==> config.mk <==
export PLATFORM = sky130hd
export DESIGN_NAME = duart_channel_regs
export DESIGN_NICKNAME = d
export VERILOG_FILES = /design/src/pkg/duart_pkg.sv /design/src/rtl/sync_fifo.sv /design/src/rtl/change_detect.sv /design/src/rtl/duart_channel_regs.sv
export VERILOG_INCLUDE_DIRS = /design/src /design/src/pkg
export SDC_FILE = /design/constraint.sdc
export NUM_CORES = 1
export LEC_CHECK = 0
export BUFFER_PORTS_ARGS = -buffer_cell sky130_fd_sc_hd__clkbuf_2
export CORE_ASPECT_RATIO = 1.5
export CORE_MARGIN = 2
export CORE_UTILIZATION = 55
export CTS_BUF_LIST = sky130_fd_sc_hd__clkbuf_16
export CTS_CLUSTER_SIZE = 30
export DETAILED_ROUTE_END_ITERATION = 7
export GPL_ROUTABILITY_DRIVEN = 1
export PLACE_DENSITY = 0.72
export SLEW_MARGIN = 15
export SYNTH_ARGS = -nofsm -noshare
export SYNTH_HDL_FRONTEND = slang
export SYNTH_SLANG_ARGS = --single-unit
==> constraint.sdc <==
create_clock -name clk -period 7.67 [get_ports clk]
set_input_delay 0.767 -clock clk [delete_from_list [all_inputs] [get_ports clk]]
set_output_delay 0.767 -clock clk [all_outputs]
set_load 0.01 [all_outputs]
==> src/pkg/duart_defines.svh <==
// Purpose: Offsets, field positions, reset values and counts of one serial channel.
// Assumes: Three-bit register address, byte-wide data.
// Notes:   Definitions only.
`ifndef DUART_DEFINES_SVH
`define DUART_DEFINES_SVH
// Register addresses
`define ADDR_DATA          3'h0
`define ADDR_IRQ_EN        3'h1
`define ADDR_IRQ_STAT      3'h2
`define ADDR_LINE_CTRL     3'h3
`define ADDR_MODEM_CTRL    3'h4
`define ADDR_LINE_STAT     3'h5
`define ADDR_MODEM_STAT    3'h6
`define ADDR_SCRATCH       3'h7
// Bank selection values
`define ENH_BANK_KEY       8'hBF
`define DLAB_BIT           7
`define ENH_ENABLE_BIT     4
// Interrupt enable bit positions
`define IER_RX_DATA        0
`define IER_TX_EMPTY       1
`define IER_LINE_STAT      2
`define IER_MODEM_STAT     3
// FIFO control bit positions
`define FCR_ENABLE         0
`define FCR_RX_RESET       1
`define FCR_TX_RESET       2
`define FCR_DMA            3
// Interrupt source codes in status bits 3:0
`define ISR_NONE           4'h1
`define ISR_LINE           4'h6
`define ISR_RX_DATA        4'h4
`define ISR_TX_READY       4'h2
`define ISR_MODEM          4'h0
// Reset values
`define RST_BYTE           8'h00
`define RST_LINE_CTRL      8'h00
// FIFO depth and trigger levels
`define FIFO_DEPTH         32
`define RX_TRIG_L0         6'h01
`define RX_TRIG_L1         6'h08
`define RX_TRIG_L2         6'h10
`define RX_TRIG_L3         6'h1C
`define TX_TRIG_L0         6'h01
`define TX_TRIG_L1         6'h08
`define TX_TRIG_L2         6'h10
`define TX_TRIG_L3         6'h18
`endif

==> src/pkg/duart_pkg.sv <==
// Purpose: Types shared by the channel register block.
// Assumes: Nothing beyond the defines header.
// Notes:   Structs carry grouped signals.
package duart_pkg;
  typedef struct packed {
    logic       brk;
    logic       framing_err;
    logic       parity_err;
    logic [7:0] data;
  } rx_char_s;

  typedef struct packed {
    logic cd;
    logic ri;
    logic dsr;
    logic cts;
  } modem_in_s;

  typedef struct packed {
    logic [15:0] divisor;
    logic [7:0]  fractional;
    logic [7:0]  line_control;
    logic [7:0]  modem_control;
    logic [7:0]  enhanced;
    logic        fifo_enable;
    logic        dma_mode;
  } cfg_s;

  typedef struct packed {
    logic [7:0] resume_one;
    logic [7:0] resume_two;
    logic [7:0] pause_one;
    logic [7:0] pause_two;
  } flow_chars_s;
endpackage

==> src/rtl/sync_fifo.sv <==
// Purpose: Small synchronous FIFO with fill count.
// Assumes: Caller never pushes when full nor pops when empty.
// Notes:   Head word is read combinationally from the array.
`timescale 1ns/10ps
module sync_fifo #(
  parameter int W = 8,
  parameter int D = 32
) (
  input  wire logic                 clk,
  input  wire logic                 rst,
  input  wire logic                 flush,
  input  wire logic                 push,
  input  wire logic [W-1:0]         din,
  input  wire logic                 pop,
  output logic      [W-1:0]         dout,
  output logic      [$clog2(D):0]   count
);
  localparam int AW = $clog2(D);
  logic [W-1:0]  mem [D];
  logic [AW-1:0] wr_q, wr_d, rd_q, rd_d;
  logic [AW:0]   cnt_q, cnt_d;

  // Pointer and count next values; flush wins over traffic
  always_comb begin
    wr_d  = wr_q;
    rd_d  = rd_q;
    cnt_d = cnt_q;
    if (flush) begin
      wr_d  = '0;
      rd_d  = '0;
      cnt_d = '0;
    end else begin
      if (push) wr_d = (wr_q == AW'(D - 1)) ? '0 : wr_q + 1'b1;
      if (pop)  rd_d = (rd_q == AW'(D - 1)) ? '0 : rd_q + 1'b1;
      if (push && !pop) cnt_d = cnt_q + 1'b1;
      else if (pop && !push) cnt_d = cnt_q - 1'b1;
    end
  end

  always_ff @(posedge clk) begin
    if (rst) begin
      wr_q  <= '0;
      rd_q  <= '0;
      cnt_q <= '0;
    end else begin
      wr_q  <= wr_d;
      rd_q  <= rd_d;
      cnt_q <= cnt_d;
    end
  end

  // Storage needs no reset; count guards stale words
  always_ff @(posedge clk) begin
    if (push && !flush) mem[wr_q] <= din;
  end

  assign dout  = mem[rd_q];
  assign count = cnt_q;
endmodule // sync_fifo

==> src/rtl/change_detect.sv <==
// Purpose: One input level with a sticky change flag.
// Assumes: Input already synchronous to clk.
// Notes:   A change in the clearing cycle keeps the flag set.
`timescale 1ns/10ps
module change_detect #(
  parameter logic RESET_LEVEL = 1'b0
) (
  input  wire logic clk,
  input  wire logic rst,
  input  wire logic level_in,
  input  wire logic clear,
  output logic      level_q,
  output logic      delta_q
);
  logic level_d, delta_d;

  // Set wins over clear
  always_comb begin
    level_d = level_in;
    delta_d = (level_in != level_q) | (delta_q & ~clear);
  end

  always_ff @(posedge clk) begin
    if (rst) begin
      level_q <= RESET_LEVEL;
      delta_q <= 1'b0;
    end else begin
      level_q <= level_d;
      delta_q <= delta_d;
    end
  end
endmodule // change_detect

==> src/rtl/duart_channel_regs.sv <==
// Purpose: Register file, FIFOs, status and interrupt logic of one serial channel.
// Assumes: Host strobes are one-cycle pulses synchronous to clk; serial shifters sit outside.
// Notes:   Read data appears one cycle after the read strobe.
// Functional notes
// - FIFO mode receive interrupt follows fill at or above trigger level.
// - Status bit 2 shows receive trigger condition, clear below it.
// - Data ready set on character entering FIFO, cleared when FIFO empty.
// - Clearing enable bits 0 to 3 gives polled use of line status.
// - Line status bit 1 flags a receive overrun.
// - Line status bits 2 to 4 give head character errors.
// - Line status bit 5 set while transmit holding is empty.
// - Line status bit 6 set when transmit FIFO and shifter empty.
// - Line status bit 7 set when any FIFO character has an error.
// - Enable bit 0 allows receive data interrupt, per FIFO mode.
// - Receive data interrupt enable resets to disabled; 1 enables it.
// - Enable register gates four interrupt sources shown in status register.
// - Enhanced IER, MCR and fraction fields act only while enhanced bit 4 is set.
// - Enabling transmit interrupt with holding empty raises it at once.
// - Status bit 0 reads 1 with nothing pending, 0 otherwise.
`timescale 1ns/10ps
`include "duart_defines.svh"
module duart_channel_regs #(
  parameter int         DEPTH     = `FIFO_DEPTH,
  parameter logic [7:0] REVISION  = 8'h01,  // Arbitrary value
  parameter logic [7:0] DEVICE_ID = 8'h5A   // Arbitrary value
) (
  input  wire logic                   clk,
  input  wire logic                   rst,
  input  wire logic [2:0]             addr,
  input  wire logic                   rd_strobe,
  input  wire logic                   wr_strobe,
  input  wire logic [7:0]             wdata,
  output logic      [7:0]             rdata,
  input  wire logic                   rx_char_valid,
  input  wire duart_pkg::rx_char_s    rx_char,
  input  wire logic                   tx_pop,
  output logic      [7:0]             tx_byte,
  output logic                        tx_byte_valid,
  input  wire logic                   tsr_empty,
  input  wire duart_pkg::modem_in_s   modem_in,
  output logic                        irq,
  output duart_pkg::cfg_s             cfg,
  output duart_pkg::flow_chars_s      flow_chars
);
  localparam int CW = $clog2(DEPTH) + 1;

  // Control registers
  logic [7:0] lcr_q, lcr_d, ier_q, ier_d, mcr_q, mcr_d, efr_q, efr_d;
  logic [7:0] spr_q, spr_d, dll_q, dll_d, dlm_q, dlm_d, dld_q, dld_d;
  logic [1:0] rx_trig_q, rx_trig_d, tx_trig_q, tx_trig_d;
  logic       fifo_en_q, fifo_en_d, dma_q, dma_d;
  duart_pkg::flow_chars_s chars_q, chars_d;
  // Status state
  logic          overrun_q, overrun_d, txrdy_q, txrdy_d;
  logic [CW-1:0] err_cnt_q, err_cnt_d;
  logic [7:0]    rdata_q, rdata_d;

  // Bank and address decode
  logic enh_bank, dlab, enh_on, rd_rhr, wr_thr, rd_isr, rd_lsr, rd_msr, wr_fcr;
  assign enh_bank = (lcr_q == `ENH_BANK_KEY);
  assign dlab     = lcr_q[`DLAB_BIT];
  assign enh_on   = efr_q[`ENH_ENABLE_BIT];
  assign rd_rhr   = rd_strobe && !dlab && (addr == `ADDR_DATA);
  assign wr_thr   = wr_strobe && !dlab && (addr == `ADDR_DATA);
  assign rd_isr   = rd_strobe && !dlab && (addr == `ADDR_IRQ_STAT);
  assign wr_fcr   = wr_strobe && !dlab && (addr == `ADDR_IRQ_STAT);
  assign rd_lsr   = rd_strobe && !enh_bank && (addr == `ADDR_LINE_STAT);
  assign rd_msr   = rd_strobe && !enh_bank && (addr == `ADDR_MODEM_STAT);

  // Receive FIFO; in non-FIFO mode it holds one character
  duart_pkg::rx_char_s rx_head;
  logic [CW-1:0]       rx_count;
  logic                rx_full, rx_push, rx_pop, rx_flush, head_err;
  assign rx_full  = fifo_en_q ? (rx_count == CW'(DEPTH)) : (rx_count != '0);
  assign rx_push  = rx_char_valid && !rx_full;
  assign rx_pop   = rd_rhr && (rx_count != '0);
  assign head_err = rx_head.brk | rx_head.framing_err | rx_head.parity_err;
  // Changing FIFO mode flushes both sides so depth rules never disagree
  assign rx_flush = wr_fcr && ((wdata[`FCR_ENABLE] != fifo_en_q) ||
                               (wdata[`FCR_ENABLE] && wdata[`FCR_RX_RESET]));

  sync_fifo #(
    .W ($bits(duart_pkg::rx_char_s)),
    .D (DEPTH)
  ) rx_fifo (
    .clk   (clk),
    .rst   (rst),
    .flush (rx_flush),
    .push  (rx_push),
    .din   (rx_char),
    .pop   (rx_pop),
    .dout  (rx_head),
    .count (rx_count)
  );

  // Transmit FIFO; writes to a full holding register are dropped
  logic [CW-1:0] tx_count;
  logic          tx_full, tx_push, tx_flush, tx_empty;
  assign tx_empty = (tx_count == '0);
  assign tx_full  = fifo_en_q ? (tx_count == CW'(DEPTH)) : !tx_empty;
  assign tx_push  = wr_thr && !tx_full;
  assign tx_flush = wr_fcr && ((wdata[`FCR_ENABLE] != fifo_en_q) ||
                               (wdata[`FCR_ENABLE] && wdata[`FCR_TX_RESET]));

  sync_fifo #(
    .W (8),
    .D (DEPTH)
  ) tx_fifo (
    .clk   (clk),
    .rst   (rst),
    .flush (tx_flush),
    .push  (tx_push),
    .din   (wdata),
    .pop   (tx_pop && !tx_empty),
    .dout  (tx_byte),
    .count (tx_count)
  );
  assign tx_byte_valid = !tx_empty;

  // Modem inputs with change flags, cleared by a status read
  logic [3:0] modem_level, modem_delta;
  genvar g;
  generate
    for (g = 0; g < 4; g++) begin : g_modem
      change_detect #(
        .RESET_LEVEL (1'b0)
      ) u_det (
        .clk      (clk),
        .rst      (rst),
        .level_in (modem_in[g]),
        .clear    (rd_msr),
        .level_q  (modem_level[g]),
        .delta_q  (modem_delta[g])
      );
    end
  endgenerate

  // Trigger levels
  logic [5:0] rx_trig_lvl, tx_trig_lvl;
  always_comb begin
    unique case (rx_trig_q)
      2'h0:    rx_trig_lvl = `RX_TRIG_L0;
      2'h1:    rx_trig_lvl = `RX_TRIG_L1;
      2'h2:    rx_trig_lvl = `RX_TRIG_L2;
      default: rx_trig_lvl = `RX_TRIG_L3;
    endcase
    unique case (tx_trig_q)
      2'h0:    tx_trig_lvl = `TX_TRIG_L0;
      2'h1:    tx_trig_lvl = `TX_TRIG_L1;
      2'h2:    tx_trig_lvl = `TX_TRIG_L2;
      default: tx_trig_lvl = `TX_TRIG_L3;
    endcase
  end

  // Line status assembly
  logic [7:0] line_status;
  always_comb begin
    line_status[0] = (rx_count != '0);
    line_status[1] = overrun_q;
    line_status[2] = line_status[0] & rx_head.parity_err;
    line_status[3] = line_status[0] & rx_head.framing_err;
    line_status[4] = line_status[0] & rx_head.brk;
    line_status[5] = tx_empty;
    line_status[6] = tx_empty & tsr_empty;
    line_status[7] = (err_cnt_q != '0);
  end

  // Interrupt sources and priority
  logic [7:0] ier_eff;
  logic       rx_rdy_cond, tx_cond, line_int, rx_int, tx_int, modem_int;
  logic [7:0] interrupt_status;
  assign ier_eff     = enh_on ? ier_q : {4'h0, ier_q[3:0]};
  assign rx_rdy_cond = fifo_en_q ? (rx_count >= CW'(rx_trig_lvl)) : (rx_count != '0);
  assign tx_cond     = fifo_en_q ? (tx_count < CW'(tx_trig_lvl)) : tx_empty;
  assign line_int    = ier_eff[`IER_LINE_STAT] & (|line_status[4:1]);
  assign rx_int      = ier_eff[`IER_RX_DATA] & rx_rdy_cond;
  assign tx_int      = ier_eff[`IER_TX_EMPTY] & txrdy_q;
  assign modem_int   = ier_eff[`IER_MODEM_STAT] & (|modem_delta);
  always_comb begin
    interrupt_status[7:4] = {fifo_en_q, fifo_en_q, 2'b00};
    if (line_int)       interrupt_status[3:0] = `ISR_LINE;
    else if (rx_int)    interrupt_status[3:0] = `ISR_RX_DATA;
    else if (tx_int)    interrupt_status[3:0] = `ISR_TX_READY;
    else if (modem_int) interrupt_status[3:0] = `ISR_MODEM;
    else                interrupt_status[3:0] = `ISR_NONE;
  end
  assign irq = !interrupt_status[0];

  // Control register writes
  always_comb begin
    lcr_d     = lcr_q;
    ier_d     = ier_q;
    mcr_d     = mcr_q;
    efr_d     = efr_q;
    spr_d     = spr_q;
    dll_d     = dll_q;
    dlm_d     = dlm_q;
    dld_d     = dld_q;
    chars_d   = chars_q;
    fifo_en_d = fifo_en_q;
    rx_trig_d = rx_trig_q;
    tx_trig_d = tx_trig_q;
    dma_d     = dma_q;
    if (wr_strobe) begin
      unique case (addr)
        `ADDR_DATA: begin
          if (dlab) dll_d = wdata;
        end
        `ADDR_IRQ_EN: begin
          if (dlab) dlm_d = wdata;
          else ier_d = enh_on ? wdata : {ier_q[7:4], wdata[3:0]};
        end
        `ADDR_IRQ_STAT: begin
          if (enh_bank) efr_d = wdata;
          else if (dlab && enh_on) dld_d = wdata;
          else if (!dlab) begin
            fifo_en_d = wdata[`FCR_ENABLE];
            if (wdata[`FCR_ENABLE]) begin
              rx_trig_d = wdata[7:6];
              dma_d     = wdata[`FCR_DMA];
              if (enh_on) tx_trig_d = wdata[5:4];
            end
          end
        end
        `ADDR_LINE_CTRL: lcr_d = wdata;
        `ADDR_MODEM_CTRL: begin
          if (enh_bank) chars_d.resume_one = wdata;
          else mcr_d = enh_on ? wdata : {mcr_q[7:5], wdata[4:0]};
        end
        `ADDR_LINE_STAT: begin
          if (enh_bank) chars_d.resume_two = wdata;
        end
        `ADDR_MODEM_STAT: begin
          if (enh_bank) chars_d.pause_one = wdata;
        end
        `ADDR_SCRATCH: begin
          if (enh_bank) chars_d.pause_two = wdata;
          else spr_d = wdata;
        end
      endcase
    end
  end

  always_ff @(posedge clk) begin
    if (rst) begin
      lcr_q     <= `RST_LINE_CTRL;
      ier_q     <= `RST_BYTE;
      mcr_q     <= `RST_BYTE;
      efr_q     <= `RST_BYTE;
      spr_q     <= `RST_BYTE;
      dll_q     <= `RST_BYTE;
      dlm_q     <= `RST_BYTE;
      dld_q     <= `RST_BYTE;
      chars_q   <= '0;
      fifo_en_q <= 1'b0;
      rx_trig_q <= 2'h0;
      tx_trig_q <= 2'h0;
      dma_q     <= 1'b0;
    end else begin
      lcr_q     <= lcr_d;
      ier_q     <= ier_d;
      mcr_q     <= mcr_d;
      efr_q     <= efr_d;
      spr_q     <= spr_d;
      dll_q     <= dll_d;
      dlm_q     <= dlm_d;
      dld_q     <= dld_d;
      chars_q   <= chars_d;
      fifo_en_q <= fifo_en_d;
      rx_trig_q <= rx_trig_d;
      tx_trig_q <= tx_trig_d;
      dma_q     <= dma_d;
    end
  end

  // Status flags; every set wins over its clearing access
  logic ier_tx_rise, tx_cond_q;
  assign ier_tx_rise = !ier_eff[`IER_TX_EMPTY] && ier_d[`IER_TX_EMPTY];
  always_comb begin
    overrun_d = (rx_char_valid & rx_full) | (overrun_q & ~rd_lsr);
    txrdy_d   = txrdy_q;
    if (wr_thr || (rd_isr && interrupt_status[3:0] == `ISR_TX_READY)) txrdy_d = 1'b0;
    if (tx_cond && !tx_cond_q) txrdy_d = 1'b1;
    if (ier_tx_rise && tx_cond) txrdy_d = 1'b1;
    // Error count tracks flagged characters inside the FIFO
    err_cnt_d = err_cnt_q;
    if (rx_flush) err_cnt_d = '0;
    else if ((rx_push && |rx_char[10:8]) && !(rx_pop && head_err)) err_cnt_d = err_cnt_q + 1'b1;
    else if (!(rx_push && |rx_char[10:8]) && (rx_pop && head_err)) err_cnt_d = err_cnt_q - 1'b1;
  end

  always_ff @(posedge clk) begin
    if (rst) begin
      overrun_q <= 1'b0;
      txrdy_q   <= 1'b0;
      tx_cond_q <= 1'b1;
      err_cnt_q <= '0;
    end else begin
      overrun_q <= overrun_d;
      txrdy_q   <= txrdy_d;
      tx_cond_q <= tx_cond;
      err_cnt_q <= err_cnt_d;
    end
  end

  // Read mux; identity codes show only with a zero divisor
  logic div_zero;
  assign div_zero = (dll_q == 8'h00) && (dlm_q == 8'h00);
  always_comb begin
    rdata_d = rdata_q;
    if (rd_strobe) begin
      unique case (addr)
        `ADDR_DATA:       rdata_d = dlab ? (div_zero ? REVISION : dll_q) : rx_head.data;
        `ADDR_IRQ_EN:     rdata_d = dlab ? ((div_zero && !enh_bank) ? DEVICE_ID : dlm_q) : ier_eff;
        `ADDR_IRQ_STAT:   rdata_d = enh_bank ? efr_q : (dlab ? (enh_on ? dld_q : 8'h00) : interrupt_status);
        `ADDR_LINE_CTRL:  rdata_d = lcr_q;
        `ADDR_MODEM_CTRL: rdata_d = enh_bank ? chars_q.resume_one : (enh_on ? mcr_q : {3'h0, mcr_q[4:0]});
        `ADDR_LINE_STAT:  rdata_d = enh_bank ? chars_q.resume_two : line_status;
        `ADDR_MODEM_STAT: rdata_d = enh_bank ? chars_q.pause_one : {modem_level, modem_delta};
        `ADDR_SCRATCH:    rdata_d = enh_bank ? chars_q.pause_two : spr_q;
      endcase
      if (rd_rhr && rx_count == '0) rdata_d = 8'h00;  // Empty receive reads zero
    end
  end

  always_ff @(posedge clk) begin
    if (rst) rdata_q <= 8'h00;
    else     rdata_q <= rdata_d;
  end
  assign rdata = rdata_q;

  // Configuration to the baud generator, shifters and flow control
  assign cfg.divisor       = {dlm_q, dll_q};
  assign cfg.fractional    = enh_on ? dld_q : 8'h00;
  assign cfg.line_control  = lcr_q;
  assign cfg.modem_control = enh_on ? mcr_q : {3'h0, mcr_q[4:0]};
  assign cfg.enhanced      = efr_q;
  assign cfg.fifo_enable   = fifo_en_q;
  assign cfg.dma_mode      = dma_q;
  assign flow_chars        = chars_q;
endmodule // duart_channel_regs

==> impl_metrics.json <==
{
  "grt_overflow": 0,
  "setup_viol": 0,
  "power.density_nw_per_um2": 269,
  "min_period_over_period_pct": 63.0,
  "syn_area_per_cell_um2": 16.0,
  "htreeDepth": 3,
  "routed_via_density": 6.25,
  "yosys.area_share.simple_pct": 6.87,
  "clock_sinks": 777,
  "core_um2": 57600,
  "clock_skew_ns": 0.0294,
  "power_mw": 9.59,
  "clk_latency_ns": 0.62,
  "synth_edf_count": 608,
  "hpwlAfterDp_um": 54500,
  "clk_pin_slew_ns": 0.06,
  "syn_area_um2": 31900,
  "synthCells": 1987,
  "power_frac_comb_pct": 13.8,
  "vias": 18400,
  "drc": 0,
  "ys_warn_count": 0,
  "ctsHoldBuffers": 0,
  "fin_crit_ns": 4.83,
  "p_int_mw": 7.25,
  "wire_per_inst_um": 27.8,
  "ir_drop_mv": 0.245,
  "drtAntennaViolNets": 0,
  "grt_pass1_vias": 18500,
  "synthArstFlopShare_pct": 0,
  "drt-pass1-iter-count": 5,
  "post-cts-setup-buffers": 0,
  "dp_slack_ns": 2.86,
  "r2r_slack_ns": 2.84,
  "seqCellArea_um2": 21700,
  "synthMuxAreaShare_pct": 16.7,
  "grt_max_degree": 65,
  "criticalPathCategory": "reg -> out",
  "ys_seq_area_share_pct": 67.9,
  "hold_path_class": "in -> reg",
  "cts_buffer_depth": 3,
  "drv_slew": 0,
  "clkPwrFrac_pct": 36.7,
  "area_delta_synth_final_pct": 11.7,
  "dr.first_iter.drc_count": 1821,
  "end_kind": "primary output",
  "drive_gt1_share_pct": 22.5,
  "max_freq_mhz": 207,
  "synth_top_family_by_area": "multiplexers",
  "clock-root-buffer": "clkbuf_16",
  "crit_arrival_ns": 4.06,
  "fin_nets": 2184,
  "portBuffers": 132,
  "pin_count": 133,
  "rsz0062_at_grt": "false",
  "multiInputGateArea_um2": 9590,
  "power_leakage_nw": 12.1,
  "reg2regPathDepth": 16,
  "die_height_um": 299,
  "fin_ws_ns": 2.84,
  "cts_tree": "built",
  "timing.rr.end": "err_cnt_q[5]$_SDFFE_PP0P_",
  "status": "completed",
  "place.gp.congestion": 0.907,
  "grt_usage_pct": 27.4,
  "tns_ns": 0,
  "grt_pass1_wl_um": 120000,
  "routed_wl_um": 81500,
  "ys.flop_type": "edfxtp_1",
  "cp.required_ns": 6.90,
  "start_util_pct": 55.3,
  "synth-seq-cells": 777,
  "die_area_um2": 59900,
  "synth_adder_area_share_pct": 1.56,
  "syn_nets": 2058,
  "cp-start-kind": "flop",
  "cts_resized": 0,
  "synth_xor_area_share_pct": 0.522,
  "synth_cell_types": 73,
  "relSlewSlack_pct": 23.0,
  "max_cap_violations": 0,
  "cp_max_fo": 46,
  "hold_viol": 0,
  "crit_end": "irq",
  "synth-compound-area-share_pct": 4.41,
  "seq_power_share_pct": 49.5,
  "worst-slew-pin-transition_ns": 1.13,
  "n_antenna_cell": 0,
  "die_w_um": 200,
  "num-fill-cells": 4177,
  "fp-row-count": 108,
  "antenna_found_initial": 0,
  "cts_made_buffers": 70,
  "p_sw_mw": 2.34,
  "swShare_pct": 24.4
}
stage by stage:
step           std cells  utilization [%]  instance area, um2  hold slack (ns)
2_1_floorplan       1987                -               31900            0.446
5_1_grt             2936             61.8               35600            0.432
4_1_cts             2936             61.8               35600            0.392
3_3_place_gp        2811             57.9               33300            0.469
3_5_place_dp        2811             57.9               33300            0.475
6_report            2936             61.8               35600            0.404
flip-flops by register name (all words and copies together), names as in the netlist, 4 cells and up, named ones only:
register and flops:
flow_chars 32, tx_fifo.mem 256, err_cnt_q 6, rx_fifo.rd_q 5, lcr_q 8, mcr_q 8, rx_fifo.mem 352, spr_q 8
rx_fifo.wr_q 5, dlm_q 8, ier_q 8, efr_q 8, tx_fifo.wr_q 5, dld_q 8, tx_fifo.rd_q 5, dll_q 8
rx_fifo.count 6, g_modem.u_det.level_q 4, g_modem.u_det.delta_q 4, tx_fifo.count 6, rdata 8
power groups by stage:
stage	clock (mW)	sequential [mW]	combinational, mW
after global routing	3.72	4.76	1.44
after detailed placement	0	4.83	1.32
after floorplan	0	4.77	0.972
final	3.52	4.74	1.32
after global placement	0	4.83	1.29
after CTS	3.56	4.74	1.33
worst min path at each step:
stage                           from                                   to  cells after the start
3_3_place_gp   mcr_q[5]$_SDFFE_PP0P_                mcr_q[5]$_SDFFE_PP0P_                      2
4_1_cts                  modem_in[3]  g_modem[3].u_det.level_q$_SDFF_PP0_                      2
3_5_place_dp   ier_q[3]$_SDFFE_PP0P_                ier_q[3]$_SDFFE_PP0P_                      2
6_report                 modem_in[3]  g_modem[3].u_det.level_q$_SDFF_PP0_                      2
2_1_floorplan  ier_q[2]$_SDFFE_PP0P_                ier_q[2]$_SDFFE_PP0P_                      2
5_1_grt                  modem_in[3]  g_modem[3].u_det.level_q$_SDFF_PP0_                      2
layout by cell type, fill, tap and decap left out, types with 14 or more instances in the layout:
cell type,n
edfxtp_1,608
nor2_1,219
mux4_2,174
dfxtp_1,164
clkbuf_2,131
mux2i_1,102
nand2_1,100
a21oi_1,84
clkbuf_16,73
o21ai_0,52
buf_4,46
inv_1,39
ha_1,35
nand3_1,34
nor2b_1,18
clkinv_1,15
mux2_2,14
and3_1,14
layout make-up:
class,count,area share [%]
well taps,770,2.71
multi-input cells,1062,26.9
clock inverters,52,1.30
inverters,25,0.264
repair buffers,177,2.81
clock buffers,73,5.13
flip-flops and latches,777,60.8
synthesized netlist by cell type (all sizes together) (4+ instances only):
master | n | area share (%)
mux2i | 102 | 3.2
xnor2 | 9 | 0.25
buf | 46 | 0.78
nor3b | 4 | 0.094
and2 | 13 | 0.26
or3 | 8 | 0.16
dfxtp | 169 | 11
nand4 | 6 | 0.12
a22oi | 8 | 0.19
a21o | 5 | 0.12
nor3 | 11 | 0.17
edfxtp | 608 | 57
nand3b | 8 | 0.19
a21oi | 84 | 1.3
nor2 | 225 | 2.7
nand2 | 100 | 1.2
nand3 | 34 | 0.53
xor2 | 10 | 0.27
nor4 | 8 | 0.16
mux2 | 15 | 0.54
or4 | 5 | 0.12
or3b | 4 | 0.11
and3 | 14 | 0.27
nor2b | 18 | 0.35
mux4 | 182 | 13
o21ai | 52 | 0.82
a221oi | 6 | 0.16
ha | 35 | 1.4
clkbuf | 77 | 0.91
inv | 24 | 0.28
a31oi | 14 | 0.29
a211oi | 6 | 0.14
or2 | 7 | 0.14
nand2b | 10 | 0.20
logic make-up after synthesis:
| kind of cell | Yosys count |
|---|---|
| buffers and inverters | 148 |
| DFF | 777 |
| AOI/OAI and AO/OA | 226 |
| muxes | 299 |
| and+or+nand+nor | 480 |
| adders and majority gates | 38 |
| xor gates and xnor gates | 19 |
per-layer routing:
layer | wire length, um | track usage, % | part of all wire, % | vias up
li1 | - | - | - | 7969
met1 | 27900 | 31.4 | 34 | 9261
met2 | 43000 | 49.2 | 53 | 916
met3 | 6120 | 4.83 | 7.5 | 213
met4 | 4510 | 14.3 | 5.5 | 0
met5 | 0 | 0 | 0 | -
critical path: stages, from the launching register on:
cell and delay [ns]:
dfxtp_4 0.87, buf_4 0.67, mux4_2 0.57, nor2b_1 0.14
a211o_1 0.28, nand4_1 0.16, a31oi_2 0.17, nor2_1 0.18
nand2_1 0.17, clkbuf_2 0.17
Note: power is estimated with default switching activity, not from simulation.
